File: src/common/bec_pkg.sv
`default_nettype none
package bec_pkg;

  // Array geometry
  localparam int ADDR_W = 15;
  localparam int DATA_W = 8;
  localparam logic [ADDR_W-1:0] FIRST_ADDR = 15'h0000;
  localparam logic [ADDR_W-1:0] LAST_ADDR = 15'h7fff;

  // Command codes and expected byte values
  localparam logic [DATA_W-1:0] CMD_ERASE = 8'h20;
  localparam logic [DATA_W-1:0] CMD_ERASE_VERIFY = 8'ha0;
  localparam logic [DATA_W-1:0] CMD_PROG_SETUP = 8'h40;
  localparam logic [DATA_W-1:0] CMD_PROG_VERIFY = 8'hc0;
  localparam logic [DATA_W-1:0] CMD_RESET = 8'hff;
  localparam logic [DATA_W-1:0] ERASED_BYTE = 8'hff;
  localparam logic [DATA_W-1:0] ZERO_BYTE = 8'h00;

  // Pulse limits
  localparam int TALLY_W = 10;
  localparam logic [TALLY_W-1:0] MAX_ERASE_PULSES = 10'h3e8;
  localparam int TRY_W = 5;
  localparam logic [TRY_W-1:0] MAX_PROG_PULSES = 5'h19;

  // Timing, figures in their own units
  localparam int CLK_PERIOD_NS = 10;
  localparam int ERASE_PULSE_MS = 10;
  localparam int SETTLE_US = 6;
  localparam int PROG_PULSE_US = 10;
  localparam int ADDR_SETUP_NS = 20;
  localparam int WE_LOW_NS = 50;
  localparam int WR_HOLD_NS = 20;
  localparam int READ_ACCESS_NS = 100;

  // Least times, rounded up to whole cycles
  localparam int ERASE_PULSE_CYC =
    (ERASE_PULSE_MS * 1000000 + CLK_PERIOD_NS - 1) / CLK_PERIOD_NS;
  localparam int SETTLE_CYC =
    (SETTLE_US * 1000 + CLK_PERIOD_NS - 1) / CLK_PERIOD_NS;
  localparam int PROG_PULSE_CYC =
    (PROG_PULSE_US * 1000 + CLK_PERIOD_NS - 1) / CLK_PERIOD_NS;
  localparam int ADDR_SETUP_CYC =
    (ADDR_SETUP_NS + CLK_PERIOD_NS - 1) / CLK_PERIOD_NS;
  localparam int WE_LOW_CYC = (WE_LOW_NS + CLK_PERIOD_NS - 1) / CLK_PERIOD_NS;
  localparam int WR_HOLD_CYC = (WR_HOLD_NS + CLK_PERIOD_NS - 1) / CLK_PERIOD_NS;
  localparam int READ_CYC =
    (READ_ACCESS_NS + CLK_PERIOD_NS - 1) / CLK_PERIOD_NS;

  localparam int TIMER_W = 24;
  localparam int BUS_CNT_W = 4;

  // One bus cycle request
  typedef struct packed {
    logic wr;
    logic [ADDR_W-1:0] addr;
    logic [DATA_W-1:0] data;
  } bec_req_t;

  // Flash control, address and data-out pins
  typedef struct packed {
    logic ce_n;
    logic we_n;
    logic oe_n;
    logic [ADDR_W-1:0] addr;
    logic [DATA_W-1:0] dq_out;
    logic dq_oe;
  } bec_pins_t;

endpackage
`default_nettype wire

File: src/logic/bec_erase_host.sv
`timescale 1ns/1ns
`default_nettype none
module bec_erase_host
  import bec_pkg::*;
#(
  parameter int ERASE_PULSE_CYCLES = ERASE_PULSE_CYC
) (
  // Clock and reset
  input wire logic clk,
  input wire logic reset,
  // User control and status
  input wire logic start,
  output logic busy,
  output logic done,
  output logic fail,
  output logic already_blank,
  output logic [TALLY_W-1:0] pulse_tally,
  output logic [ADDR_W-1:0] verify_byte_address,
  // Programming supply
  output logic supply_on,
  input wire logic program_supply_high,
  // Flash pins
  output bec_pins_t flash_pins,
  input wire logic [DATA_W-1:0] flash_dq_in
);

  typedef enum logic [4:0] {
    S_IDLE = 5'b00000,
    S_SUPPLY = 5'b00001,
    S_BLANK = 5'b00010,
    S_PSETUP = 5'b00011,
    S_PWRITE = 5'b00100,
    S_PPULSE = 5'b00101,
    S_PVERIFY = 5'b00110,
    S_PSETTLE = 5'b00111,
    S_PREAD = 5'b01000,
    S_ESETUP = 5'b01001,
    S_EWRITE = 5'b01010,
    S_EPULSE = 5'b01011,
    S_EVERIFY = 5'b01100,
    S_ESETTLE = 5'b01101,
    S_EREAD = 5'b01110,
    S_RESET1 = 5'b01111,
    S_RESET2 = 5'b10000,
    S_FINISH = 5'b10001
  } bec_state_t;

  localparam logic [TIMER_W-1:0] ERASE_LD = TIMER_W'(ERASE_PULSE_CYCLES - 1);
  localparam logic [TIMER_W-1:0] SETTLE_LD = TIMER_W'(SETTLE_CYC - 1);
  localparam logic [TIMER_W-1:0] PROG_LD = TIMER_W'(PROG_PULSE_CYC - 1);

  // Build one bus request
  function automatic bec_req_t mk_req(input logic wr,
                                      input logic [ADDR_W-1:0] a,
                                      input logic [DATA_W-1:0] d);
    bec_req_t r;
    r.wr = wr;
    r.addr = a;
    r.data = d;
    return r;
  endfunction

  bec_state_t state_q, state_d;
  bec_req_t req_q, req_d;
  logic req_v_q, req_v_d;
  logic [TIMER_W-1:0] timer_q;
  logic timer_ld;
  logic [TIMER_W-1:0] timer_val;
  logic [ADDR_W-1:0] addr_q;
  logic addr_clr, addr_inc;
  logic [ADDR_W-1:0] addr_next;
  logic [TALLY_W-1:0] tally_q;
  logic tally_clr, tally_inc;
  logic [TRY_W-1:0] try_q;
  logic try_clr, try_inc;
  logic fail_pend_q, fail_set, blank_set;
  logic busy_q, done_q, fail_q, blank_q, supply_q;
  logic sup_meta_q, sup_sync_q;
  logic bus_ack;
  logic [DATA_W-1:0] bus_rdata;
  logic timer_zero, at_last;

  assign timer_zero = (timer_q == '0);
  assign at_last = (addr_q == LAST_ADDR);
  assign addr_next = addr_q + 1'b1;

  // Supply status arrives from a pin: two stages before use
  always_ff @(posedge clk) begin
    sup_meta_q <= program_supply_high;
    sup_sync_q <= sup_meta_q;
  end

  // Sequencing of the whole erase flow
  always_comb begin
    state_d = state_q;
    req_v_d = 1'b0;
    req_d = req_q;
    timer_ld = 1'b0;
    timer_val = '0;
    addr_clr = 1'b0;
    addr_inc = 1'b0;
    tally_clr = 1'b0;
    tally_inc = 1'b0;
    try_clr = 1'b0;
    try_inc = 1'b0;
    fail_set = 1'b0;
    blank_set = 1'b0;
    case (state_q)
      S_IDLE: begin
        if (start) begin
          state_d = S_SUPPLY;
        end
      end
      S_SUPPLY: begin
        if (sup_sync_q) begin // Supply up before anything else
          addr_clr = 1'b1;
          tally_clr = 1'b1;
          req_v_d = 1'b1;
          req_d = mk_req(1'b0, FIRST_ADDR, ZERO_BYTE);
          state_d = S_BLANK;
        end
      end
      S_BLANK: begin
        if (bus_ack) begin
          if (bus_rdata != ERASED_BYTE) begin
            // Data present: pre-program to zero first
            addr_clr = 1'b1;
            try_clr = 1'b1;
            req_v_d = 1'b1;
            req_d = mk_req(1'b1, FIRST_ADDR, CMD_PROG_SETUP);
            state_d = S_PSETUP;
          end else if (at_last) begin
            blank_set = 1'b1; // Already erased, skip erasure
            state_d = S_FINISH;
          end else begin
            addr_inc = 1'b1;
            req_v_d = 1'b1;
            req_d = mk_req(1'b0, addr_next, ZERO_BYTE);
          end
        end
      end
      S_PSETUP: begin
        if (bus_ack) begin
          req_v_d = 1'b1;
          req_d = mk_req(1'b1, addr_q, ZERO_BYTE);
          state_d = S_PWRITE;
        end
      end
      S_PWRITE: begin
        if (bus_ack) begin
          try_inc = 1'b1;
          timer_ld = 1'b1;
          timer_val = PROG_LD;
          state_d = S_PPULSE;
        end
      end
      S_PPULSE: begin
        if (timer_zero) begin
          req_v_d = 1'b1;
          req_d = mk_req(1'b1, addr_q, CMD_PROG_VERIFY);
          state_d = S_PVERIFY;
        end
      end
      S_PVERIFY: begin
        if (bus_ack) begin
          timer_ld = 1'b1;
          timer_val = SETTLE_LD;
          state_d = S_PSETTLE;
        end
      end
      S_PSETTLE: begin
        if (timer_zero) begin
          req_v_d = 1'b1;
          req_d = mk_req(1'b0, addr_q, ZERO_BYTE);
          state_d = S_PREAD;
        end
      end
      S_PREAD: begin
        if (bus_ack) begin
          if (bus_rdata == ZERO_BYTE && at_last) begin
            // Whole array at zero: begin erase set-up
            addr_clr = 1'b1;
            req_v_d = 1'b1;
            req_d = mk_req(1'b1, FIRST_ADDR, CMD_ERASE);
            state_d = S_ESETUP;
          end else if (bus_rdata == ZERO_BYTE) begin
            addr_inc = 1'b1;
            try_clr = 1'b1;
            req_v_d = 1'b1;
            req_d = mk_req(1'b1, addr_next, CMD_PROG_SETUP);
            state_d = S_PSETUP;
          end else if (try_q >= MAX_PROG_PULSES) begin
            fail_set = 1'b1;
            req_v_d = 1'b1;
            req_d = mk_req(1'b1, addr_q, CMD_RESET);
            state_d = S_RESET1;
          end else begin
            req_v_d = 1'b1;
            req_d = mk_req(1'b1, addr_q, CMD_PROG_SETUP);
            state_d = S_PSETUP;
          end
        end
      end
      S_ESETUP: begin
        if (bus_ack) begin
          req_v_d = 1'b1;
          req_d = mk_req(1'b1, addr_q, CMD_ERASE); // Second 20H
          state_d = S_EWRITE;
        end
      end
      S_EWRITE: begin
        if (bus_ack) begin
          // Ack follows the strobe's rise: pulse timing starts
          tally_inc = 1'b1;
          timer_ld = 1'b1;
          timer_val = ERASE_LD;
          state_d = S_EPULSE;
        end
      end
      S_EPULSE: begin
        if (timer_zero) begin
          // Verify write ends the pulse
          req_v_d = 1'b1;
          req_d = mk_req(1'b1, addr_q, CMD_ERASE_VERIFY);
          state_d = S_EVERIFY;
        end
      end
      S_EVERIFY: begin
        if (bus_ack) begin
          timer_ld = 1'b1;
          timer_val = SETTLE_LD;
          state_d = S_ESETTLE;
        end
      end
      S_ESETTLE: begin
        if (timer_zero) begin
          req_v_d = 1'b1;
          req_d = mk_req(1'b0, addr_q, ZERO_BYTE);
          state_d = S_EREAD;
        end
      end
      S_EREAD: begin
        if (bus_ack) begin
          if (bus_rdata == ERASED_BYTE && at_last) begin
            // All verified: leave verify mode with reset
            req_v_d = 1'b1;
            req_d = mk_req(1'b1, addr_q, CMD_RESET);
            state_d = S_RESET1;
          end else if (bus_rdata == ERASED_BYTE) begin
            addr_inc = 1'b1; // Next address in order
            req_v_d = 1'b1;
            req_d = mk_req(1'b1, addr_next, CMD_ERASE_VERIFY);
            state_d = S_EVERIFY;
          end else if (tally_q >= MAX_ERASE_PULSES) begin
            fail_set = 1'b1; // Pulse budget spent
            req_v_d = 1'b1;
            req_d = mk_req(1'b1, addr_q, CMD_RESET);
            state_d = S_RESET1;
          end else begin
            // Erase again; pointer kept at failing byte
            req_v_d = 1'b1;
            req_d = mk_req(1'b1, addr_q, CMD_ERASE);
            state_d = S_ESETUP;
          end
        end
      end
      S_RESET1: begin
        if (bus_ack) begin
          req_v_d = 1'b1;
          req_d = mk_req(1'b1, addr_q, CMD_RESET); // Back to read
          state_d = S_RESET2;
        end
      end
      S_RESET2: begin
        if (bus_ack) begin
          state_d = S_FINISH;
        end
      end
      S_FINISH: begin
        state_d = S_IDLE;
      end
      default: state_d = S_IDLE;
    endcase
  end

  // State and bus request
  always_ff @(posedge clk) begin
    if (reset) begin
      state_q <= S_IDLE;
      req_v_q <= 1'b0;
      req_q <= '0;
    end else begin
      state_q <= state_d;
      req_v_q <= req_v_d;
      req_q <= req_d;
    end
  end

  // Pulse and settle timer; one counter serves every wait
  always_ff @(posedge clk) begin
    if (reset) begin
      timer_q <= '0;
    end else if (timer_ld) begin
      timer_q <= timer_val;
    end else if (!timer_zero) begin
      timer_q <= timer_q - 1'b1;
    end
  end

  // Address pointer, erase tally and program tries
  always_ff @(posedge clk) begin
    if (reset) begin
      addr_q <= '0;
      tally_q <= '0;
      try_q <= '0;
    end else begin
      if (addr_clr) begin
        addr_q <= FIRST_ADDR; // Verify starts at zero
      end else if (addr_inc) begin
        addr_q <= addr_next;
      end
      if (tally_clr) begin
        tally_q <= '0;
      end else if (tally_inc) begin
        tally_q <= tally_q + 1'b1;
      end
      if (try_clr) begin
        try_q <= '0;
      end else if (try_inc) begin
        try_q <= try_q + 1'b1;
      end
    end
  end

  // User status; done and fail are one-cycle pulses
  always_ff @(posedge clk) begin
    if (reset) begin
      fail_pend_q <= 1'b0;
      busy_q <= 1'b0;
      done_q <= 1'b0;
      fail_q <= 1'b0;
      blank_q <= 1'b0;
      supply_q <= 1'b0;
    end else begin
      done_q <= (state_q == S_FINISH) && !fail_pend_q;
      fail_q <= (state_q == S_FINISH) && fail_pend_q;
      if (state_q == S_IDLE && start) begin
        busy_q <= 1'b1;
        supply_q <= 1'b1;
        fail_pend_q <= 1'b0;
        blank_q <= 1'b0;
      end else if (state_q == S_FINISH) begin
        busy_q <= 1'b0;
        supply_q <= 1'b0; // Drop supply only after read mode restored
      end
      if (fail_set) begin
        fail_pend_q <= 1'b1;
      end
      if (blank_set) begin
        blank_q <= 1'b1;
      end
    end
  end

  bec_bus_cycle u_bus (
    .clk(clk),
    .reset(reset),
    .req_valid(req_v_q),
    .req(req_q),
    .ack(bus_ack),
    .rdata(bus_rdata),
    .pins(flash_pins),
    .dq_in(flash_dq_in)
  );

  assign busy = busy_q;
  assign done = done_q;
  assign fail = fail_q;
  assign already_blank = blank_q;
  assign pulse_tally = tally_q;
  assign verify_byte_address = addr_q;
  assign supply_on = supply_q;

endmodule
`default_nettype wire

File: src/logic/bec_bus_cycle.sv
`timescale 1ns/1ns
`default_nettype none
module bec_bus_cycle
  import bec_pkg::*;
(
  // Clock and reset
  input wire logic clk,
  input wire logic reset,
  // Request side
  input wire logic req_valid,
  input wire bec_req_t req,
  output logic ack,
  output logic [DATA_W-1:0] rdata,
  // Flash pins
  output bec_pins_t pins,
  input wire logic [DATA_W-1:0] dq_in
);

  typedef enum logic [2:0] {
    B_IDLE = 3'b000,
    B_SETUP = 3'b001,
    B_STROBE = 3'b010,
    B_HOLD = 3'b011,
    B_READ = 3'b100
  } bec_bus_st_t;

  localparam logic [BUS_CNT_W-1:0] SETUP_LD = BUS_CNT_W'(ADDR_SETUP_CYC - 1);
  localparam logic [BUS_CNT_W-1:0] STROBE_LD = BUS_CNT_W'(WE_LOW_CYC - 1);
  localparam logic [BUS_CNT_W-1:0] HOLD_LD = BUS_CNT_W'(WR_HOLD_CYC - 1);
  localparam logic [BUS_CNT_W-1:0] READ_LD = BUS_CNT_W'(READ_CYC - 1);

  bec_bus_st_t st_q;
  logic [BUS_CNT_W-1:0] cnt_q;
  logic [DATA_W-1:0] dq_meta_q, dq_sync_q;
  bec_pins_t pins_q;
  logic ack_q;
  logic [DATA_W-1:0] rdata_q;
  logic phase_end;

  assign phase_end = (cnt_q == '0);

  // Data pins come from another domain: two stages before use
  always_ff @(posedge clk) begin
    dq_meta_q <= dq_in;
    dq_sync_q <= dq_meta_q;
  end

  // Phase sequencing
  always_ff @(posedge clk) begin
    if (reset) begin
      st_q <= B_IDLE;
      cnt_q <= '0;
    end else begin
      case (st_q)
        B_IDLE: begin
          if (req_valid) begin
            st_q <= req.wr ? B_SETUP : B_READ;
            cnt_q <= req.wr ? SETUP_LD : READ_LD;
          end
        end
        B_SETUP: begin
          if (!phase_end) begin
            cnt_q <= cnt_q - 1'b1;
          end else begin
            st_q <= B_STROBE;
            cnt_q <= STROBE_LD;
          end
        end
        B_STROBE: begin
          if (!phase_end) begin
            cnt_q <= cnt_q - 1'b1;
          end else begin
            st_q <= B_HOLD;
            cnt_q <= HOLD_LD;
          end
        end
        B_HOLD, B_READ: begin
          if (!phase_end) begin
            cnt_q <= cnt_q - 1'b1;
          end else begin
            st_q <= B_IDLE;
          end
        end
        default: st_q <= B_IDLE;
      endcase
    end
  end

  // Pin drive; chip select falls before write strobe so the strobe is
  // always the later falling edge and latches the address
  always_ff @(posedge clk) begin
    if (reset) begin
      pins_q <= '{ce_n: 1'b1, we_n: 1'b1, oe_n: 1'b1, addr: '0,
                  dq_out: '0, dq_oe: 1'b0};
    end else if (st_q == B_IDLE && req_valid) begin
      pins_q.ce_n <= 1'b0;
      pins_q.oe_n <= req.wr; // Output drive held high on writes
      pins_q.addr <= req.addr;
      pins_q.dq_out <= req.data;
      pins_q.dq_oe <= req.wr;
    end else if (phase_end) begin
      if (st_q == B_SETUP) begin
        pins_q.we_n <= 1'b0; // Address latched here
      end else if (st_q == B_STROBE) begin
        pins_q.we_n <= 1'b1; // Data latched, command acts
      end else if (st_q == B_HOLD || st_q == B_READ) begin
        pins_q.ce_n <= 1'b1;
        pins_q.oe_n <= 1'b1;
        pins_q.dq_oe <= 1'b0;
      end
    end
  end

  // Completion pulse and read capture
  always_ff @(posedge clk) begin
    if (reset) begin
      ack_q <= 1'b0;
      rdata_q <= '0;
    end else begin
      ack_q <= phase_end && (st_q == B_HOLD || st_q == B_READ);
      if (phase_end && st_q == B_READ) begin
        rdata_q <= dq_sync_q;
      end
    end
  end

  assign pins = pins_q;
  assign ack = ack_q;
  assign rdata = rdata_q;

endmodule
`default_nettype wire

File: config.mk
export PLATFORM = sky130hd
export DESIGN_NAME = bec_erase_host
export DESIGN_NICKNAME = d
export VERILOG_FILES = /design/src/common/bec_pkg.sv /design/src/logic/bec_erase_host.sv /design/src/logic/bec_bus_cycle.sv
export SDC_FILE = /design/constraint.sdc
export NUM_CORES = 1
export LEC_CHECK = 0
export BUFFER_PORTS_ARGS = -buffer_cell sky130_fd_sc_hd__buf_2
export CAP_MARGIN = 0
export CORE_UTILIZATION = 31
export CTS_BUF_LIST = sky130_fd_sc_hd__clkbuf_4 sky130_fd_sc_hd__clkbuf_8
export CTS_CLUSTER_SIZE = 24
export DETAILED_ROUTE_END_ITERATION = 6
export GPL_TIMING_DRIVEN = 0
export PLACE_DENSITY = 0.52
export SLEW_MARGIN = 40
export SYNTH_ARGS = -nofsm -noshare
export SYNTH_HDL_FRONTEND = slang
export SYNTH_SLANG_ARGS = --single-unit
File: constraint.sdc
create_clock -name clk -period 3.3 [get_ports clk]
set_input_delay 0.165 -clock clk [delete_from_list [all_inputs] [get_ports clk]]
set_output_delay 0.165 -clock clk [all_outputs]
set_load 0.01 [all_outputs]
Word-level counts from Yosys, hierarchy flattened
Cells that the tools add are included.

word-level totals
  bits in registers = 150
  word-level logic and storage cells = 246

operators by class
  $add $sub $neg = 5
  $lt $le $gt $ge = 2
  eq/ne operators = 52
  muxes and demuxes = 120
  bitwise gates (word level) = 1
  reduce and logical (&&, ||, !) cells = 38

operator list
  cell                                                    count
  two-way mux 24 bit                                      14
  case mux 24 bit (10 select lines)                       1
  two-way mux 5 bit                                       19
  two-way mux 23 bit                                      4
  case mux 5 bit (17 select lines)                        1
  case mux 20 bit (3 select lines)                        1
  two-way mux 1 bit                                       51
  == test 5 x 4 -> 1 bit (second input constant)          8
  inequality test 2 x 1 -> 1 bit (second input constant)  17
  two-way mux 4 bit                                       8
  two-way mux 3 bit                                       9
  zero test 24 bit                                        1
  subtractor 24 x 1 -> 24 bit (second input constant)     1
  == test 5 x 3 -> 1 bit (second input constant)          4
  two-way mux 10 bit                                      2
  two-way mux 20 bit                                      1
  inequality test 2 bit (second input constant)           9
  AND reduction 18 bit                                    1
  two-way mux 8 bit                                       2
  case mux 4 bit (4 select lines)                         1
  adder 15 x 1 -> 15 bit (second input constant)          1
  == test 15 bit (second input constant)                  1
  case mux 3 bit (4 select lines)                         1
  AND reduction 12 bit                                    1
  33 further kinds                                        59

Logic depth before layout (Yosys ltp)
  depth in word-level cells = 7
  gate-level depth with buffers = 9

Hierarchy
From an unflattened synthesis, not the netlist that was laid out.

unflattened totals
  cell total of the unflattened synthesis = 854
  area total of the unflattened synthesis = 6,972.9 um2

by module, submodules not included
  module          times used  cells an instance  area each (um2)
  bec_erase_host  1           602                4,752.1
  bec_bus_cycle   1           252                2,220.9

Least setup slack after synthesis
No wires, ideal clock.

  path kind = reg2reg
  start = register timer_q[0]
  end = register req_q[18] (netlist bit)
  arrival time = 2.447 ns
  data required time = 3.227 ns
  slack = 0.780 ns
  cell stages (with the launch flop) = 10
  path buffers = 1
  cells stage by stage = dfxtp_1 -> inv_1 -> ha_1 -> or4b_2 -> nand3b_1 -> o21a_4 -> nor4_4 -> buf_6 -> nand4b_1 -> o211ai_2

between the ends
  word-level cells in the longest chain between the ends = 3

RTL lines
  element                                                                            line                   RTL
  from (decl)                                                                        bec_erase_host.sv:66   logic [TIMER_W-1:0] timer_q;
  from (signal assigned)                                                             bec_erase_host.sv:304  timer_q <= timer_val;
  from (signal assigned)                                                             bec_erase_host.sv:306  timer_q <= timer_q - 1'b1;
  zero test 24 bit (*)                                                               bec_erase_host.sv:83   assign timer_zero = (timer_q == '0);
  inequality test 2 x 1 -> 1 bit (no line) or inequality test 2 bit (tied branches)  n/a
  AND reduction 12 bit (no line) (*)                                                 n/a
  to (signal assigned)                                                               bec_erase_host.sv:295  req_q <= req_d;
  to (decl)                                                                          bec_erase_host.sv:64   bec_req_t req_q, req_d;

Every way passes the cells marked *; elsewhere a longest branch is shown, timed or not.
A chain may end at the register's enable or synchronous reset.

Worst setup path after layout
  start = register state_q[4]
  end = register req_q[13] (netlist bit)

between the ends
  word-level cells in the longest chain between the ends = 4

RTL lines
  element                                                                          line                   RTL
  from (decl)                                                                      bec_erase_host.sv:63   bec_state_t state_q, state_d;
  from (signal assigned)                                                           bec_erase_host.sv:293  state_q <= state_d;
  == test 5 x 4 -> 1 bit or == test 5 x 3 -> 1 bit (tied branches)                 bec_erase_host.sv:108  case (state_q)
  OR reduction 2 bit (no line)                                                     n/a
  nonzero test 10 bit (no line) or inequality test 2 x 1 -> 1 bit (tied branches)  n/a
  AND reduction 12 bit (no line)                                                   n/a

Several ways; a longest one is shown, not always the timed one.

==> flow_metrics.tcl <==
set metrics [dict create \
    status "completed" \
    postLayoutCoreUtil_pct 37.00 \
    ioPinCount 69 \
    first_iter_violations 464 \
    synth_flop_cell "dfxtp_1" \
    ys_seq_area_share_pct 41.25 \
    globalplace.congestion 0.9142 \
    max_clock_freq_mhz 333.4 \
    ys_seq_elements 142 \
    dieWidth_um 151.1 \
    dp_hpwl_um 14300 \
    grt_pass1_wl_um 31240 \
    layout_commonest_cell "dfxtp_1" \
    r2r_cells 8 \
    vias 6383 \
    grt_max_degree 17 \
    synth_area_um2 6892 \
    grt_pass1_vias 5704 \
    finalSetupViolCount 0 \
    power_mw 5.553 \
    cts.path.max_buffers 2 \
    final_antenna_net_count 0 \
    wl_per_cell_um 15.93 \
    arrival_ns 3.40 \
    rrSetupSlack_ns 0.30 \
    post-place-cells 1193 \
    die-area_um2 22830 \
    grt_usage_pct 17.83 \
    cts_tree "yes" \
    power_density_nw_per_um2 687.7 \
    nets 962 \
    synth.top_cells.by_area "dfxtp_1 41%, nor2_1 5.7%, a21oi_1 5.4%, nand2_1 5.4%, xnor2_1 2.7%" \
    die_h_um 151.1 \
    post_cts_buffers 0 \
    final.period_utilization_pct 90.89 \
    core-area_um2 21820 \
    clock_sinks 142 \
    drt-vias-per-instance 5.173 \
    synth_nets 866 \
    firstDrtPassIters 5 \
    final_cell_count_no_fill 1234 \
    cp-endpoint "req_q[13]" \
    synthArstFlopShare_pct 0 \
    antenna_cells 0 \
    hold_viol 0 \
    synth.avg_cell_area_um2 8.156 \
    path_max_fanout 10 \
    cts_resized 0 \
    cts_made_buffers 17 \
    synth_edf_count 0 \
    slew_headroom_pct 52.05 \
    ys_warn_count 0 \
    fin_skew_ns 0.02292 \
    drive_above_1_share_pct 14.78 \
    dpl_cell_area_um2 7592 \
    setup_tns_ns 0 \
    holdWs_ns 0.1260 \
    overflow 0 \
    yosys.area.top_type "dfxtp_1" \
    syn_to_final_growth_pct 17.16 \
    fillCellCount 2297 \
    stdcell_area_um2 8074 \
    cp.required_ns 3.70 \
    post-place-ws_ns 0.3188 \
    reg2reg_to "req_q[13]" \
    leakage_nw 3.056 \
    routed_wl_um 19660 \
    drc 0 \
    setup_slack_ns 0.3005 \
    min_period_ns 3.000 \
    critical_path_class "reg -> reg" \
    numPortBuffers 68 \
    min_path_type "in -> reg" \
    syn_inst 845 \
    h-tree-depth 4 \
    row_count 54 \
    ys_types 75 \
    crit_path_end_kind "register" \
    initial_core_util_pct 31.58 \
    grt_setup_unrepaired "false" \
    r2r_start "state_q[4]" \
    worst_slew_pin_slew_ns 0.7012 \
    slew_viol_final 0 \
    worst_setup_path_startpoint "state_q[4]" \
    cap_violations 0 \
    clockRootBuffer "clkbuf_8" \
    worst_setup_path_start_kind "register" \
    path_clk_slew_ns 0.08 \
    antenna_found_initial 0 \
    synth_top_area_share_pct 41.25 \
    clk_latency_ns 0.46 \
    mostFrequentLayoutCells "142 x dfxtp_1, 105 x nor2_1, 99 x nand2_1, 75 x a21oi_1, 74 x buf_2" \
    vdd_drop_max_v 0.0003049 \
]
==> final cells by class <==
| type | count | area [um2] | share of cell area, % |
|---|---|---|---|
| Multi-Input combinational cell | 627 | 3742 | 46.35 |
| Tap cell | 280 | 350.3 | 4.339 |
| Sequential cell | 142 | 2843 | 35.21 |
| Buffer | 58 | 262.8 | 3.254 |
| Timing Repair Buffer | 77 | 430.4 | 5.331 |
| Clock inverter | 11 | 107.6 | 1.333 |
| Inverter | 18 | 67.56 | 0.8368 |
| Clock buffer | 21 | 270.3 | 3.347 |
==> per-layer routing <==
metal	global-route usage (%)	routed length, um
met5	0	0
met4	5.900	291
met3	3.916	1014
met2	25.78	8356
met1	25.85	9993
==> power breakdown <==
part	switching (mW)	internal (mW)
combinational	1.25	0.792
sequential	0.217	1.93
clock	0.714	0.646
total	2.18	3.37
==> worst max-delay path, cell delays in order, from the launching register on <==
cell and delay, ns:
dfxtp_1 0.30, clkbuf_1 0.21, or3_1 0.47, or4_1 0.62
nor3_2 0.52, o31a_1 0.35, buf_2 0.28, a32oi_1 0.07
o21ai_1 0.11
==> cell families (layout without fill, tap and decap cells) <==
kind of cell | after synthesis | after routing | synth area share (%)
flip-flops | 142 | 142 | 41.25
adder cells (fa/ha/maj) | 9 | 9 | 1.634
AO/OA/AOI/OAI | 210 | 210 | 19.66
buffers and inverters | 76 | 185 | 4.793
AND/OR/NAND/NOR | 356 | 356 | 25.80
multiplexers | 13 | 13 | 1.906
XOR/XNOR | 39 | 39 | 4.956
==> cells in the mapped netlist (all sizes together) (8+ instances only) <==
cell / n
dfxtp: 142
nand2: 100
nor2: 105
nand4: 15
a21oi: 75
a32oi: 10
nor2b: 8
nor3: 25
or3: 13
inv: 18
xor2: 18
o21ai: 44
or4: 10
nor4: 15
ha: 9
mux2i: 12
xnor2: 21
buf: 17
nand3: 17
clkbuf: 41
==> how the worst min path moves through the flow <==
| stage | start | end | slack [ns] | cells past startpoint |
|---|---|---|---|---|
| final | start | already_blank | 0.13 | 4 |
| after global routing | start | already_blank | 0.15 | 4 |
| after CTS | start | already_blank | 0.11 | 4 |
| after detailed placement | flash_dq_in[7] | u_bus.dq_meta_q[7] | 0.27 | 1 |
| after global placement | flash_dq_in[6] | u_bus.dq_meta_q[6] | 0.27 | 1 |
| after floorplan | program_supply_high | sup_meta_q | 0.19 | 0 |
==> flip-flops by register name (all words and copies together) (netlist names), 3 cells and up <==
name and flops:
pulse_tally 10, req_q 20, state_q 5, timer_q 24
try_q 5, u_bus.cnt_q 4, u_bus.dq_meta_q 8, u_bus.dq_sync_q 8
u_bus.pins 23, u_bus.rdata 8, u_bus.st_q 3, verify_byte_address 15
==> what timing repair did <==
| action | in CTS | in global routing |
|---|---|---|
| endpoints found under the setup margin | 0 | 0 |
| endpoints found under the hold margin | 9 | 0 |
| hold buffers | 9 | 0 |
No activity file was read; power rests on OpenSTA's default activity.
